===== config.mk =====
export PLATFORM = sky130hd
export DESIGN_NAME = oct_tracker
export DESIGN_NICKNAME = d
export VERILOG_FILES = /design/src/rtl/oct_pkg.sv /design/src/rtl/oct_q_if.sv /design/src/rtl/oct_outq.sv /design/src/rtl/oct_tracker.sv
export VERILOG_INCLUDE_DIRS = /design/src /design/src/rtl
export SDC_FILE = /design/constraint.sdc
export NUM_CORES = 1
export LEC_CHECK = 0
export BUFFER_PORTS_ARGS = -buffer_cell sky130_fd_sc_hd__buf_2
export CORE_ASPECT_RATIO = 1.5
export CORE_UTILIZATION = 25
export CTS_BUF_LIST = sky130_fd_sc_hd__clkbuf_4 sky130_fd_sc_hd__clkbuf_8
export CTS_CLUSTER_DIAMETER = 80
export DETAILED_ROUTE_END_ITERATION = 12
export PLACE_DENSITY = 0.54
export SLEW_MARGIN = 0
export SYNTH_ARGS = -nofsm -noshare
export SYNTH_HDL_FRONTEND = slang
export SYNTH_HIERARCHICAL = 1
export SYNTH_SLANG_ARGS = --single-unit

===== constraint.sdc =====
create_clock -name i_clock -period 5.8 [get_ports i_clock]
set_clock_uncertainty 0.1 [all_clocks]
set_input_delay 0.29 -clock i_clock [delete_from_list [all_inputs] [get_ports i_clock]]
set_output_delay 0.29 -clock i_clock [all_outputs]
set_load 0.1 [all_outputs]

===== src/rtl/oct_regs.svh =====
// Purpose: Register map, field positions and constants of the tracker
// Assumes: 32-bit AXI4-Lite data, byte addresses
// Notes:   Definitions only
`ifndef OCT_REGS_SVH
`define OCT_REGS_SVH
// ==========================================================
// Register byte offsets
`define OCT_ADDR_CMD      8'h00
`define OCT_ADDR_CFG      8'h04
`define OCT_ADDR_STAT     8'h08
`define OCT_ADDR_ESR      8'h0c
`define OCT_ADDR_OUTQ     8'h10
// ==========================================================
// Command register bits (write one to issue)
`define OCT_CMD_OPC       0
`define OCT_CMD_OPCQ      1
`define OCT_CMD_INIT      2
`define OCT_CMD_CONT_ON   3
`define OCT_CMD_CONT_OFF  4
`define OCT_CMD_TRG       5
`define OCT_CMD_ABORT     6
`define OCT_CMD_CLS       7
`define OCT_CMD_RST       8
`define OCT_CMD_DCL       9
`define OCT_CMD_W         10
`define OCT_CMD_DCL_MASK  10'h200
// ==========================================================
// Configuration, event and status fields
`define OCT_CFG_POFL      0
`define OCT_CFG_POFL_RST  1'b0
`define OCT_ESR_OPC       0
`define OCT_STB_MAV       4
`define OCT_ST_STB_LSB    8
`define OCT_ST_QACT       16
`define OCT_ST_CACT       17
`define OCT_ST_INITP      18
`define OCT_ST_TRGP       19
`define OCT_ST_CONT       20
// ==========================================================
// Misc constants
`define OCT_ASCII_ONE     8'h31
`define OCT_INIT_GUARD    2'd2
`define OCT_RESP_OKAY     2'b00
`define OCT_RESP_SLVERR   2'b10
`endif


===== src/rtl/oct_pkg.sv =====
// Purpose: Types and register decode of the operation complete tracker
// Assumes: oct_regs.svh holds the numbers
// Notes:   Tracker states are one-hot
package oct_pkg;
`include "oct_regs.svh"
	typedef enum logic [1:0] {
		OCT_TRK_IDLE = 2'b01,
		OCT_TRK_ACT  = 2'b10
	} oct_trk_t;

	typedef enum logic [2:0] {
		OCT_REG_NONE, OCT_REG_CMD, OCT_REG_CFG,
		OCT_REG_STAT, OCT_REG_ESR, OCT_REG_OUTQ
	} oct_reg_t;

	function automatic oct_reg_t oct_decode(input logic [7:0] addr);
		logic [7:0] a;
		a = {addr[7:2], 2'b00};
		case (a)
			`OCT_ADDR_CMD:  oct_decode = OCT_REG_CMD;
			`OCT_ADDR_CFG:  oct_decode = OCT_REG_CFG;
			`OCT_ADDR_STAT: oct_decode = OCT_REG_STAT;
			`OCT_ADDR_ESR:  oct_decode = OCT_REG_ESR;
			`OCT_ADDR_OUTQ: oct_decode = OCT_REG_OUTQ;
			default:        oct_decode = OCT_REG_NONE;
		endcase
	endfunction : oct_decode
endpackage : oct_pkg


===== src/rtl/oct_q_if.sv =====
// Purpose: Push/pop link between tracker and output queue
// Assumes: One clock
// Notes:   head is the registered oldest byte
`timescale 1ns/1ps
interface oct_q_if #(parameter int W = 8);
	logic         push;
	logic [W-1:0] push_data;
	logic         pop;
	logic [W-1:0] head;
	logic         empty;
	logic         full;
	modport src (output push, push_data, pop, input head, empty, full);
	modport mem (input push, push_data, pop, output head, empty, full);
endinterface : oct_q_if


===== src/rtl/oct_outq.sv =====
// Purpose: Small output queue for query answers
// Assumes: Push ignored when full, pop ignored when empty
// Notes:   Head comes out of a register, forwarded on push to empty
`timescale 1ns/1ps
module oct_outq #(
	parameter int W     = 8,
	parameter int DEPTH = 4
) (
	// Clock and reset
	input  wire logic i_clock,
	input  wire logic i_rst,
	// Queue link
	oct_q_if.mem      q
);
	localparam int PW = $clog2(DEPTH);
	logic [W-1:0] mem_r [DEPTH];
	logic [PW-1:0] wptr_r, rptr_r, rptr_nxt;
	logic [PW:0]   cnt_r;
	logic          do_push, do_pop;
	logic [W-1:0]  head_r;

	assign do_push = q.push && (cnt_r != DEPTH[PW:0]);
	assign do_pop  = q.pop && (cnt_r != '0);
	assign rptr_nxt = do_pop ? rptr_r + 1'b1 : rptr_r;
	assign q.head  = head_r;
	assign q.empty = (cnt_r == '0);
	assign q.full  = (cnt_r == DEPTH[PW:0]);

	always_ff @(posedge i_clock) begin
		if (do_push) begin
			mem_r[wptr_r] <= q.push_data;
		end
	end

	always_ff @(posedge i_clock or posedge i_rst) begin
		if (i_rst) begin
			wptr_r <= '0;
			rptr_r <= '0;
			cnt_r  <= '0;
			head_r <= '0;
		end else begin
			if (do_push) begin
				wptr_r <= wptr_r + 1'b1;
			end
			rptr_r <= rptr_nxt;
			cnt_r  <= cnt_r + {{PW{1'b0}}, do_push} - {{PW{1'b0}}, do_pop};
			// Forward so the head register never shows a stale slot
			if (do_push && (wptr_r == rptr_nxt)) begin
				head_r <= q.push_data;
			end else begin
				head_r <= mem_r[rptr_nxt];
			end
		end
	end
endmodule : oct_outq


===== src/rtl/oct_tracker.sv =====
// Purpose: Operation complete command and query tracker, AXI4-Lite slave
// Assumes: Trigger engine signals are on i_clock; engine leaves idle
//          within two cycles of o_initiate
// Notes:   A query locks command writes other than device clear until pending work finishes or a device clear
`timescale 1ns/1ps
`include "oct_regs.svh"
module oct_tracker
	import oct_pkg::*;
#(
	parameter int QDEPTH = 4
) (
	// Clock and reset
	input  wire logic        i_clock,
	input  wire logic        i_rst,
	// AXI4-Lite write
	input  wire logic        i_awvalid,
	output logic             o_awready,
	input  wire logic [7:0]  i_awaddr,
	input  wire logic        i_wvalid,
	output logic             o_wready,
	input  wire logic [31:0] i_wdata,
	input  wire logic [3:0]  i_wstrb,
	output logic             o_bvalid,
	input  wire logic        i_bready,
	output logic [1:0]       o_bresp,
	// AXI4-Lite read
	input  wire logic        i_arvalid,
	output logic             o_arready,
	input  wire logic [7:0]  i_araddr,
	output logic             o_rvalid,
	input  wire logic        i_rready,
	output logic [31:0]      o_rdata,
	output logic [1:0]       o_rresp,
	// Trigger and measurement engine
	input  wire logic        i_seq_idle,
	input  wire logic        i_no_op_pending,
	input  wire logic        i_trg_done,
	input  wire logic        i_ctl_wait,
	output logic             o_initiate,
	output logic             o_abort,
	output logic             o_bus_trigger,
	output logic             o_cont_on,
	// Status
	output logic             o_opc_bit,
	output logic             o_mav,
	output logic             o_locked
);
	import oct_pkg::*;

	// ==========================================================
	// Declarations
	oct_q_if #(.W(8)) q ();
	logic                 aw_hold_r, w_hold_r, ar_hold_r;
	logic [7:0]           aw_addr_r, ar_addr_r;
	logic [31:0]          w_data_r;
	logic [3:0]           w_strb_r;
	logic                 awready_r, wready_r, arready_r;
	logic                 bvalid_r, rvalid_r;
	logic [1:0]           bresp_r, rresp_r;
	logic [31:0]          rdata_r;
	logic                 wr_go, rd_go;
	oct_reg_t             wr_reg, rd_reg;
	logic [`OCT_CMD_W-1:0] cmd, cmd_ok;
	logic                 refused;
	logic                 pofl_r;
	oct_trk_t             q_state_r, c_state_r;
	logic                 init_pend_r, trg_pend_r, cont_r;
	logic [1:0]           guard_r;
	logic                 ctl_wait_d_r;
	logic                 esr_opc_r;
	logic                 all_done, init_done, clr, init_set;
	logic                 q_act, c_act;
	logic                 initiate_r, abort_r, bus_trg_r, mav_r;
	logic [7:0]           stb;
	logic [31:0]          rd_mux;
	logic                 rd_err;

	assign wr_go  = aw_hold_r && w_hold_r && !bvalid_r;
	assign rd_go  = ar_hold_r && !rvalid_r;
	assign wr_reg = oct_decode(aw_addr_r);
	assign rd_reg = oct_decode(ar_addr_r);
	assign q_act  = (q_state_r == OCT_TRK_ACT);
	assign c_act  = (c_state_r == OCT_TRK_ACT);

	// ==========================================================
	// AXI4-Lite channel handshakes
	always_ff @(posedge i_clock or posedge i_rst) begin
		if (i_rst) begin
			aw_hold_r <= 1'b0;
			w_hold_r  <= 1'b0;
			ar_hold_r <= 1'b0;
			awready_r <= 1'b1;
			wready_r  <= 1'b1;
			arready_r <= 1'b1;
			aw_addr_r <= 8'h00;
			ar_addr_r <= 8'h00;
			w_data_r  <= 32'h0000_0000;
			w_strb_r  <= 4'h0;
		end else begin
			if (i_awvalid && awready_r) begin
				aw_hold_r <= 1'b1;
				aw_addr_r <= i_awaddr;
				awready_r <= 1'b0;
			end else if (wr_go) begin
				aw_hold_r <= 1'b0;
			end else if (bvalid_r && i_bready) begin
				awready_r <= 1'b1;
			end
			if (i_wvalid && wready_r) begin
				w_hold_r <= 1'b1;
				w_data_r <= i_wdata;
				w_strb_r <= i_wstrb;
				wready_r <= 1'b0;
			end else if (wr_go) begin
				w_hold_r <= 1'b0;
			end else if (bvalid_r && i_bready) begin
				wready_r <= 1'b1;
			end
			if (i_arvalid && arready_r) begin
				ar_hold_r <= 1'b1;
				ar_addr_r <= i_araddr;
				arready_r <= 1'b0;
			end else if (rd_go) begin
				ar_hold_r <= 1'b0;
			end else if (rvalid_r && i_rready) begin
				arready_r <= 1'b1;
			end
		end
	end

	// ==========================================================
	// Command decode; only the device clear bit passes a locked tracker
	always_comb begin
		cmd = '0;
		if (wr_go && (wr_reg == OCT_REG_CMD) && w_strb_r[0] && w_strb_r[1]) begin
			cmd = w_data_r[`OCT_CMD_W-1:0];
		end
	end
	assign cmd_ok  = q_act ? (cmd & `OCT_CMD_DCL_MASK) : cmd;
	assign refused = q_act && ((cmd & ~`OCT_CMD_DCL_MASK) != '0);
	assign clr     = cmd_ok[`OCT_CMD_RST] || cmd_ok[`OCT_CMD_CLS] ||
	                 cmd_ok[`OCT_CMD_DCL];

	always_ff @(posedge i_clock or posedge i_rst) begin
		if (i_rst) begin
			bvalid_r <= 1'b0;
			bresp_r  <= `OCT_RESP_OKAY;
		end else if (wr_go) begin
			bvalid_r <= 1'b1;
			bresp_r  <= (wr_reg == OCT_REG_NONE || refused) ?
			            `OCT_RESP_SLVERR : `OCT_RESP_OKAY;
		end else if (bvalid_r && i_bready) begin
			bvalid_r <= 1'b0;
		end
	end

	always_ff @(posedge i_clock or posedge i_rst) begin
		if (i_rst) begin
			pofl_r <= `OCT_CFG_POFL_RST;
		end else if (wr_go && wr_reg == OCT_REG_CFG && w_strb_r[0]) begin
			pofl_r <= w_data_r[`OCT_CFG_POFL];
		end
	end

	// ==========================================================
	// Pending overlapped work
	// Initiate counts done only once the sequencer idles; the guard hides
	// the idle level still showing right after the start pulse.
	assign init_set  = cmd_ok[`OCT_CMD_INIT] || cmd_ok[`OCT_CMD_CONT_ON];
	assign init_done = (guard_r == 2'd0) && i_seq_idle &&
	                   (!pofl_r || i_no_op_pending);
	assign all_done  = !init_pend_r && !trg_pend_r;

	always_ff @(posedge i_clock or posedge i_rst) begin
		if (i_rst) begin
			init_pend_r <= 1'b0;
			guard_r     <= 2'd0;
		end else if (init_set) begin
			init_pend_r <= 1'b1;
			guard_r     <= `OCT_INIT_GUARD;
		end else begin
			if (guard_r != 2'd0) begin
				guard_r <= guard_r - 2'd1;
			end
			if (cmd_ok[`OCT_CMD_ABORT] || cmd_ok[`OCT_CMD_RST] || init_done) begin
				init_pend_r <= 1'b0;
			end
		end
	end

	always_ff @(posedge i_clock or posedge i_rst) begin
		if (i_rst) begin
			trg_pend_r   <= 1'b0;
			ctl_wait_d_r <= 1'b0;
		end else begin
			ctl_wait_d_r <= i_ctl_wait;
			if (cmd_ok[`OCT_CMD_TRG]) begin
				trg_pend_r <= 1'b1;
			end else if (cmd_ok[`OCT_CMD_RST] || i_trg_done ||
			             (i_ctl_wait && !ctl_wait_d_r)) begin
				trg_pend_r <= 1'b0;
			end
		end
	end

	always_ff @(posedge i_clock or posedge i_rst) begin
		if (i_rst) begin
			cont_r <= 1'b0;
		end else if (cmd_ok[`OCT_CMD_CONT_ON]) begin
			cont_r <= 1'b1;
		end else if (cmd_ok[`OCT_CMD_CONT_OFF] || cmd_ok[`OCT_CMD_RST]) begin
			cont_r <= 1'b0;
		end
	end

	// ==========================================================
	// Query tracker
	always_ff @(posedge i_clock or posedge i_rst) begin
		if (i_rst) begin
			q_state_r <= OCT_TRK_IDLE;
		end else if (clr) begin
			q_state_r <= OCT_TRK_IDLE;
		end else begin
			case (q_state_r)
				OCT_TRK_IDLE: begin
					if (cmd_ok[`OCT_CMD_OPCQ]) begin
						q_state_r <= OCT_TRK_ACT;
					end
				end
				OCT_TRK_ACT: begin
					if (all_done) begin
						q_state_r <= OCT_TRK_IDLE;
					end
				end
				default: q_state_r <= OCT_TRK_IDLE;
			endcase
		end
	end
	// A full queue drops the answer rather than stalling the tracker
	assign q.push      = q_act && all_done && !clr;
	assign q.push_data = `OCT_ASCII_ONE;
	assign q.pop       = rd_go && (rd_reg == OCT_REG_OUTQ);

	oct_outq #(.W(8), .DEPTH(QDEPTH)) u_outq (
		.i_clock (i_clock),
		.i_rst   (i_rst),
		.q       (q)
	);

	// ==========================================================
	// Command tracker and event status bit
	always_ff @(posedge i_clock or posedge i_rst) begin
		if (i_rst) begin
			c_state_r <= OCT_TRK_IDLE;
		end else if (clr) begin
			c_state_r <= OCT_TRK_IDLE;
		end else begin
			case (c_state_r)
				OCT_TRK_IDLE: begin
					if (cmd_ok[`OCT_CMD_OPC]) begin
						c_state_r <= OCT_TRK_ACT;
					end
				end
				OCT_TRK_ACT: begin
					if (all_done) begin
						c_state_r <= OCT_TRK_IDLE;
					end
				end
				default: c_state_r <= OCT_TRK_IDLE;
			endcase
		end
	end

	// Set wins over a read-clear landing in the same cycle
	always_ff @(posedge i_clock or posedge i_rst) begin
		if (i_rst) begin
			esr_opc_r <= 1'b0;
		end else if (c_act && all_done && !clr) begin
			esr_opc_r <= 1'b1;
		end else if (cmd_ok[`OCT_CMD_CLS] ||
		             (rd_go && rd_reg == OCT_REG_ESR)) begin
			esr_opc_r <= 1'b0;
		end
	end

	// ==========================================================
	// Read path
	always_comb begin
		stb = 8'h00;
		stb[`OCT_STB_MAV] = !q.empty;
		rd_mux = 32'h0000_0000;
		rd_err = 1'b0;
		case (rd_reg)
			OCT_REG_CFG:  rd_mux[`OCT_CFG_POFL] = pofl_r;
			OCT_REG_STAT: begin
				rd_mux[`OCT_ESR_OPC] = esr_opc_r;
				rd_mux[`OCT_ST_STB_LSB +: 8] = stb;
				rd_mux[`OCT_ST_QACT]  = q_act;
				rd_mux[`OCT_ST_CACT]  = c_act;
				rd_mux[`OCT_ST_INITP] = init_pend_r;
				rd_mux[`OCT_ST_TRGP]  = trg_pend_r;
				rd_mux[`OCT_ST_CONT]  = cont_r;
			end
			OCT_REG_ESR:  rd_mux[`OCT_ESR_OPC] = esr_opc_r;
			OCT_REG_OUTQ: rd_mux[7:0] = q.empty ? 8'h00 : q.head;
			OCT_REG_CMD:  rd_mux = 32'h0000_0000;
			default:      rd_err = 1'b1;
		endcase
	end

	always_ff @(posedge i_clock or posedge i_rst) begin
		if (i_rst) begin
			rvalid_r <= 1'b0;
			rdata_r  <= 32'h0000_0000;
			rresp_r  <= `OCT_RESP_OKAY;
		end else if (rd_go) begin
			rvalid_r <= 1'b1;
			rdata_r  <= rd_mux;
			rresp_r  <= rd_err ? `OCT_RESP_SLVERR : `OCT_RESP_OKAY;
		end else if (rvalid_r && i_rready) begin
			rvalid_r <= 1'b0;
		end
	end

	// ==========================================================
	// Engine strobes and status outputs
	always_ff @(posedge i_clock or posedge i_rst) begin
		if (i_rst) begin
			initiate_r <= 1'b0;
			abort_r    <= 1'b0;
			bus_trg_r  <= 1'b0;
			mav_r      <= 1'b0;
		end else begin
			initiate_r <= init_set;
			abort_r    <= cmd_ok[`OCT_CMD_ABORT] || cmd_ok[`OCT_CMD_RST];
			bus_trg_r  <= cmd_ok[`OCT_CMD_TRG];
			mav_r      <= !q.empty;
		end
	end

	assign o_awready     = awready_r;
	assign o_wready      = wready_r;
	assign o_bvalid      = bvalid_r;
	assign o_bresp       = bresp_r;
	assign o_arready     = arready_r;
	assign o_rvalid      = rvalid_r;
	assign o_rdata       = rdata_r;
	assign o_rresp       = rresp_r;
	assign o_initiate    = initiate_r;
	assign o_abort       = abort_r;
	assign o_bus_trigger = bus_trg_r;
	assign o_cont_on     = cont_r;
	assign o_opc_bit     = esr_opc_r;
	assign o_mav         = mav_r;
	assign o_locked      = q_act;
endmodule : oct_tracker


Word-level counts from Yosys, hierarchy flattened:

Cells that the tools add are included.

* register bits after elaboration: 92
* latch bits: 0
* bits in writable memories: 0
* memory bits (read-only): 0
* output and inout bits: 48
* logic and storage cells: 184
* memories: 0

* add/sub/neg operators: 5
* multipliers: 0
* div/mod/pow operators: 0
* $lt $le $gt $ge: 0
* eq/ne operators: 28
* shifts and indexed selects: 0
* muxes and demuxes: 45
* bitwise logic cells: 0
* reductions and logical operators: 74

Operator list (number)
* one-hot mux 3 bit (5 select lines): 2
* nonzero test 2 bit: 14
* logical AND 1 bit: 27
* == test 6 x 2 -> 1 bit, second input constant: 4
* two-way mux 1 bit: 24
* two-way mux 2 bit: 10
* two-way mux 8 bit: 2
* inequality test 3 bit, second input constant: 5
* two-way mux 13 bit: 1
* == test 6 x 1 -> 1 bit, second input constant: 2
* == test 6 x 3 -> 1 bit, second input constant: 2
* zero test 6 bit: 2
* logical OR 1 bit: 11
* two-way mux 10 bit: 1
* AND reduction 2 bit: 5
* nonzero test 10 bit: 1
* == test 3 x 2 -> 1 bit, second input constant: 3
* two-way mux 9 bit: 1
* zero test 1 bit: 8
* one-hot mux 2 bit (2 select lines): 2
* two-way mux 7 bit: 1
* == test 3 x 1 -> 1 bit, second input constant: 2
* == test 3 bit, second input constant: 2
* zero test 3 bit: 2
* 13 further kinds: 18

Logic depth before layout (Yosys ltp):

Gate-level depths: netlist (run 1).

* word-level depth: 15
* depth in mapped cells: 15
* mapped depth without buffers: 13

By module:

Netlist (run 1), hierarchy kept.

Modules (own cells, without submodules)
* oct_tracker: instances 1, cells each 232, area each 2803.9 um2, seq. area each 1607.8 um2
* oct_outq: instances 1, cells each 170, area each 2287.2 um2, seq. area each 1336.3 um2

Worst setup path after synthesis (run 1):

No wires, ideal clock.

* path kind: register to register
* start point: register rvalid_r, in the netlist o_rvalid
* end point: register u_outq.cnt_r[2]
* data arrival time: 3.506 ns
* slack: 2.070 ns
* stages on the path, launching flop included: 16
* clock period less this slack: 3.730 ns
* cell sequence: dfrtp_1 nand2b_1 buf_2 clkbuf_1 nor2_1 o31a_1 buf_6 buf_2 buf_2 ha_1 inv_1 ha_1 inv_1 fa_1 xnor2_1 xnor2_1

* word-level cells in the longest chain between the ends: 5

RTL lines
* from (decl): line oct_tracker.sv:58 `logic bvalid_r, rvalid_r;`
* from (signal assigned): line oct_tracker.sv:313 `rvalid_r <= 1'b0;`
* from (signal assigned): line oct_tracker.sv:317 `rvalid_r <= 1'b1;`
* from (signal assigned): line oct_tracker.sv:321 `rvalid_r <= 1'b0;`
* zero test 1 bit: line oct_tracker.sv:79 `assign rd_go = ar_hold_r && !rvalid_r;`
* logical AND 1 bit: line oct_tracker.sv:79
* logical AND 1 bit: line oct_tracker.sv:242 `assign q.pop = rd_go && (rd_reg == OCT_REG_OUTQ);`
* named net q.pop: line oct_q_if.sv:8 `logic pop;`
* logical AND 1 bit: line oct_outq.sv:23 `assign do_pop = q.pop && (cnt_r != '0);`
* subtractor 3 x 1 -> 3 bit: line oct_outq.sv:46 `cnt_r <= cnt_r + {{PW{1'b0}}, do_push} - {{PW{1'b0}}, do_pop};`
* to (signal assigned): line oct_outq.sv:46
* to (decl): line oct_outq.sv:18 `logic [PW:0] cnt_r;`

The timed path passes the listed nets, and every way through them passes these cells.
A chain may end at the register's enable or synchronous reset.

Final worst setup path (run 1):

Ends and elaborated chain as after synthesis.

==> results.txt, run 1 <==
wire length of the first global-routing pass: 18,050 um
leading cell types by count after synthesis: 74 x dfrtp_1, 41 x mux2_2, 32 x edfxtp_1
count of cell instances traversed by the critical path: 11
cell with the largest stage delay on the worst path: nor2_1
count leader, synth: dfrtp_1
cells taking the most area after synthesis: dfrtp_1 36%, edfxtp_1 19%, mux2_2 9.1%
fraction of final layout cells sized beyond drive strength 1: 26.67%
gr usage total: 11.13%
end of the worst register-to-register path: u_outq/cnt_r[2]
count of routing violations after the opening detailed-route iteration: 241
sink of the worst hold path: ar_addr_r[2]
Worst VDD drop: 94.76 uV
run status: complete, no violations
CP startpoint kind: flip-flop
internal portion of total power: 0.001292 W
post-cts sizing count: 0
# DRC: 0
power per unit of standard cell area: 334.6 nW/um^2
P&R area growth vs syn: 17.72%
count of pins on the block boundary: 111
critical path capture point type: flip-flop
Post-synth EDFFs: 32
remaining number of nets flagged by the antenna check after routing: 0
f_max: 0.2700 GHz
Main synth FF type: dfrtp_1
drt pass-1 iters: 4
final standard cell count with taps included and fillers excluded: 770
Slew @ Worst Pin: 1.018 ns
Final Setup Violations: 0
critical path type: flip-flop to flip-flop
routed vias: 3,369
die boundary width: 118.5 um
worst flop-to-flop path startpoint: o_rvalid
maximum clock insertion buffer count: 2
initial core utilization: 25.63%
Crit path max-delay family: simple AND/OR/NAND/NOR gates
worst-case register-to-register setup slack: 2.10 ns
hold slack final: 0.04650 ns
Hold Path Class: input port to flip-flop
hold violation total from the final report: 0
post-CTS repair timing setup buffer count: 0
Hold Startpoint: i_araddr[2]
WL/cell: 14.26 um
Slowest Stage Delay on Critical Path: 0.67 ns
length in cells of the worst reg-to-reg path: 11
number of library cell types mapped by synthesis: 56
vias in the first global route: 3,627
combinational power share: 24.6%
number of antenna violations at the first check in global routing: 0
number of levels in the clock H-tree: 3
Clk network pwr share: 23.5%
Remaining Overflow, GRT: 0
Layout Nets: 576
worst hold path depth: 2
number of inserted diodes: 0
total number of clock tree sinks: 111
critical path data arrival time: 3.90 ns
placed cell count: 749
post-synthesis sequential area ratio: 57.83%
critical path, cell by cell: nand2b_1, nor2_1, o31a_1, buf_4, ha_1, inv_1, ha_1, inv_1, fa_1, xnor2_1, xnor2_1
PortBufs: 62
power spent charging and discharging nets: 0.0007132 W
average instance area after synthesis: 12.66 sq um
filler instances: 2,024
Yosys Warn Count: 6
vias per cell: 4.375
final critical path time including I/O delays and setup: 3.704 ns
PnR Total Power: 0.002005 W
Root Driver: clkbuf_8
area enclosed by the die boundary: 20,950 sq um
Final Wtd Congestion: 0.7866
final slew viol count: 0
period utilisation layout: 63.85%
part of the power in registers: 51.9%
Cell Area, Synth: 5091 sq um
number of buffers created by CTS: 9
required time of the critical path: 6.00 ns
highest fanout seen on the critical path: 39
placeable core region: 19,860 sq um
vertical die dimension: 176.8 um
Worst-path clk slew: 0.11 ns
number of buffers and inverters on the critical path: 3
number of synthesized register bits: 111
Rows: 63
accumulated negative setup slack: 0 ns
Final Util: 30.17%
Post-CTS Hold Fix Bufs: 5
Leak Pwr: 2.619 nW
async set-or-reset flop fraction in the synthesized netlist: 71.17%
Final Routed Wirelength: 10,980 um
RSZ-0062 raised after global routing: false
max-cap check violation count: 0
Synth Instances: 402
sum of net half-perimeters after detailed placement: 7888 um
proportion of netlist area held by the largest area contributor: 36.37%
worst-skew pair later-pin latency: 0.37 ns
clock tree from TritonCTS: done
switching power as a share of total power: 35.57%
leading area contributor after synthesis: dfrtp_1
largest net degree at the start of global routing: 65
headroom to the max-slew limit: 32.16%
registers in the layout (all words and copies together), names as in the netlist, 3 cells and up:
signal / count
aw_addr_r: 6
w_data_r: 10
u_outq/cnt_r: 3
u_outq/mem_r: 32
u_outq/q.head: 8
o_rdata: 14
ar_addr_r: 6
cells in the final DEF (no fill, tap or decap), types with 6 or more instances in the layout:
| cell type | count |
|---|---|
| a22oi_1 | 8 |
| ha_1 | 7 |
| or3_1 | 9 |
| o21ai_0 | 9 |
| nand2_1 | 20 |
| edfxtp_1 | 32 |
| dfrtp_1 | 74 |
| nor2_1 | 16 |
| nor3b_1 | 9 |
| inv_1 | 16 |
| o31ai_1 | 10 |
| nand4_1 | 6 |
| nand3b_1 | 10 |
| buf_2 | 62 |
| mux2_2 | 41 |
| xnor2_1 | 6 |
| a22o_1 | 13 |
| conb_1 | 60 |
| clkbuf_8 | 9 |
| o221ai_1 | 8 |
| nor3_1 | 12 |
area by class of cell:
cell class	instances	area, sq um	share of cell area, %
sequential	111	2944	49.12
inverter	17	63.81	1.065
tap	260	325.3	5.428
clock inverter	7	78.83	1.315
clock buffer	9	123.9	2.067
timing repair buffer	70	382.9	6.388
multi-input combinational	296	2074	34.61
worst max path at each step:
stage             start               to  slack [ns]
2_1_floorplan  o_rvalid  u_outq/cnt_r[2]        2.07
4_1_cts        o_rvalid  u_outq/cnt_r[2]        2.04
3_3_place_gp   o_rvalid  u_outq/cnt_r[2]        2.10
3_5_place_dp   o_rvalid  u_outq/cnt_r[2]        2.08
5_1_grt        o_rvalid  u_outq/cnt_r[2]        1.85
6_report       o_rvalid  u_outq/cnt_r[2]        2.10
metal layers:
layer  vias up  routed length, um  track usage (%)
met3        27                413            2.448
met2        96               5675            20.56
met1      1642               4458            11.57
met5         -                  0                0
met4         0                433            6.329
li1       1604                  -                -
metrics by stage:
stage               instance area (sq um)  worst slack [ns]
detailed placement                   5741             2.079
finish                               5993             2.096
floorplan                            5309             2.070
global route                         5993             1.850
global placement                     5741             2.101
CTS                                  5993             2.038
kinds of logic after synthesis:
group                    Yosys count  synth area share (%)
multiplexers                      45                 9.880
adder cells (fa/ha/maj)            8                 2.113
XOR/XNOR                           8                 1.376
other                              2                0.1475
AND/OR/NAND/NOR                  109                 12.83
buffers and inverters             53                 5.701
AO/OA/AOI/OAI                     66                 10.13
flip-flops                       111                 57.83
power by group through the flow:
stage	clock, W	sequential, W	combinational (W)
after detailed placement	0	0.00106	0.000494
after floorplan	0	0.00115	0.000295
after CTS	0.000495	0.00104	0.000498
after global routing	0.000527	0.00106	0.000529
after global placement	0	0.00105	0.000483
final	0.000471	0.00104	0.000493
worst reg2reg max path: cells and delay by family (launching register included):
family	cells	cell delay [ns]
AOI/OAI and AO/OA	1	0.23
xor gates and xnor gates	2	0.32
adders and majority gates	3	0.82
buffers and inverters	3	0.46
DFF	1	0.44
and+or+nand+nor	2	1.26
Note: power is estimated with default switching activity, not from simulation.
==> run 2: changes to the inputs <==
Settings changed: PLACE_DENSITY 0.54 to 0.55.
Clock period 5.8 ns to 3.3 ns, I/O delays scaled along.
==> results.txt, run 2 (synthesized netlist as in run 1, its figures left out) <==
run status: complete, no violations
hold violation total from the final report: 0 (unchanged)
Hold Path Class: input port to flip-flop
drt pass-1 iters: 4 (unchanged)
P&R area growth vs syn: 24.92%
final slew viol count: 0 (unchanged)
vertical die dimension: 176.8 um (unchanged)
initial core utilization: 25.63% (unchanged)
final critical path time including I/O delays and setup: 3.053 ns (-0.6508 ns)
WL/cell: 13.43 um (-5.8%)
PnR Total Power: 0.003524 W (+76%)
die boundary width: 118.5 um (unchanged)
wire length of the first global-routing pass: 17,860 um (-1.0%)
maximum clock insertion buffer count: 2 (unchanged)
Leak Pwr: 2.775 nW (+6.0%)
Worst-path clk slew: 0.11 ns (about the same)
area enclosed by the die boundary: 20,950 sq um (unchanged)
count of routing violations after the opening detailed-route iteration: 210 (-13%)
largest net degree at the start of global routing: 46 (-29%)
max-cap check violation count: 0 (unchanged)
Final Setup Violations: 0 (unchanged)
Slew @ Worst Pin: 0.9054 ns (-0.1123 ns)
Layout Nets: 614 (+6.6%)
CP startpoint kind: flip-flop
critical path type: flip-flop to flip-flop
routed vias: 3,440 (+2.1%)
commonest non-fill, non-tap cells in the layout: 72 x dfrtp_1, 62 x buf_2, 60 x conb_1
number of inserted diodes: 0 (unchanged)
vias per cell: 4.257 (-2.7%)
final standard cell count with taps included and fillers excluded: 808 (+4.9%)
Root Driver: clkbuf_8
required time of the critical path: 3.47 ns (-2.53 ns)
clock tree from TritonCTS: done
accumulated negative setup slack: 0 ns (unchanged)
gr usage total: 10.98% (-0.14 points)
highest fanout seen on the critical path: 9 (-77%)
period utilisation layout: 92.51% (+29 points)
vias in the first global route: 3,534 (-2.6%)
remaining number of nets flagged by the antenna check after routing: 0 (unchanged)
# DRC: 0 (unchanged)
critical path capture point type: flip-flop
Rows: 63 (unchanged)
number of buffers created by CTS: 9 (unchanged)
headroom to the max-slew limit: 39.55% (+7.4 points)
Remaining Overflow, GRT: 0 (unchanged)
count of pins on the block boundary: 111 (unchanged)
power per unit of standard cell area: 554.1 nW/um^2 (+66%)
commonest non-fill, non-tap cell in the layout: dfrtp_1
Final Util: 32.02% (+1.8 points)
worst-skew pair later-pin latency: 0.37 ns (about the same)
f_max: 0.3276 GHz (+21%)
placeable core region: 19,860 sq um (unchanged)
RSZ-0062 raised after global routing: false
number of levels in the clock H-tree: 3 (unchanged)
hold slack final: 0.09290 ns (+0.04640 ns)
placed cell count: 755 (+0.80%)
total number of clock tree sinks: 111 (unchanged)
fraction of final layout cells sized beyond drive strength 1: 27.55% (+0.89 points)
register name with the most flops: u_outq/mem_r
number of antenna violations at the first check in global routing: 0 (unchanged)
Final Routed Wirelength: 10,850 um (-1.2%)
PortBufs: 62 (unchanged)
Worst VDD drop: 183.7 uV (+94%)
sum of net half-perimeters after detailed placement: 8123 um (+3.0%)
Final Wtd Congestion: 0.7915 (+0.62%)
number of flip-flops in the largest register: 32 (unchanged)
critical path data arrival time: 3.22 ns (-0.68 ns)
run 2: worst max-delay path: stages (launching register included):
cell and delay (ns):
dfrtp_1 0.45, nor4_1 0.32, nand3b_1 0.26, nor2_4 0.29, o31a_1 0.27, buf_4 0.15, xnor2_1 0.05, or3_1 0.36
a31oi_4 0.32, mux2_2 0.39
run 2: path summary, 6_finish.rpt:
check | start | endpoint | slack (ns) | depth (start not counted)
worst max-delay path | ar_addr_r[3] | u_outq/q.head[6] | 0.25 | 9
worst min-delay path | i_trg_done | trg_pend_r | 0.09 | 4
worst max register to register | ar_addr_r[3] | u_outq/q.head[6] | 0.25 | 9
worst min register to register | u_outq/q.head[3] | o_rdata[3] | 0.37 | 1
max in group asynchronous | i_rst | o_arready | 1.77 | 4
min in group asynchronous | i_rst | u_outq/q.head[6] | 0.35 | 3
run 2: power breakdown:
group / switching [W] / leakage [nW] / internal (W)
clock network: 0.000472 / 0.100 / 0.000308
logic: 0.000585 / 1.39 / 0.000322
registers: 0.000208 / 1.29 / 0.00163
run 2: stage by stage:
step	cell area, sq um	setup slack, ns
after floorplan	5330	0.01225
after global placement	5803	0.2711
after detailed placement	5803	0.2035
after CTS	6335	0.1486
after global routing	6360	0.01164
final	6360	0.2472
run 2: repair_timing:
action                     in CTS  in global routing
resized for setup               0                  1
setup endpoints to repair       0                  1
setup buffers                   0                  3
hold buffers                   34                  0
hold endpoints to repair       85                  0
run 2: layer usage:
layer	part of all wire (%)	track usage, %
met5	0	0
met4	2.1	4.747
met3	3.8	2.287
met1	39	11.47
met2	55	21.03
run 2: cell type report:
cell class,instances,area [sq um]
sequential,111,2947
multi-input combinational,296,2088
clock inverter,6,53.80
tap,260,325.3
timing repair buffer,108,740.7
fill,2025,13500
inverter,17,67.56
clock buffer,10,137.6
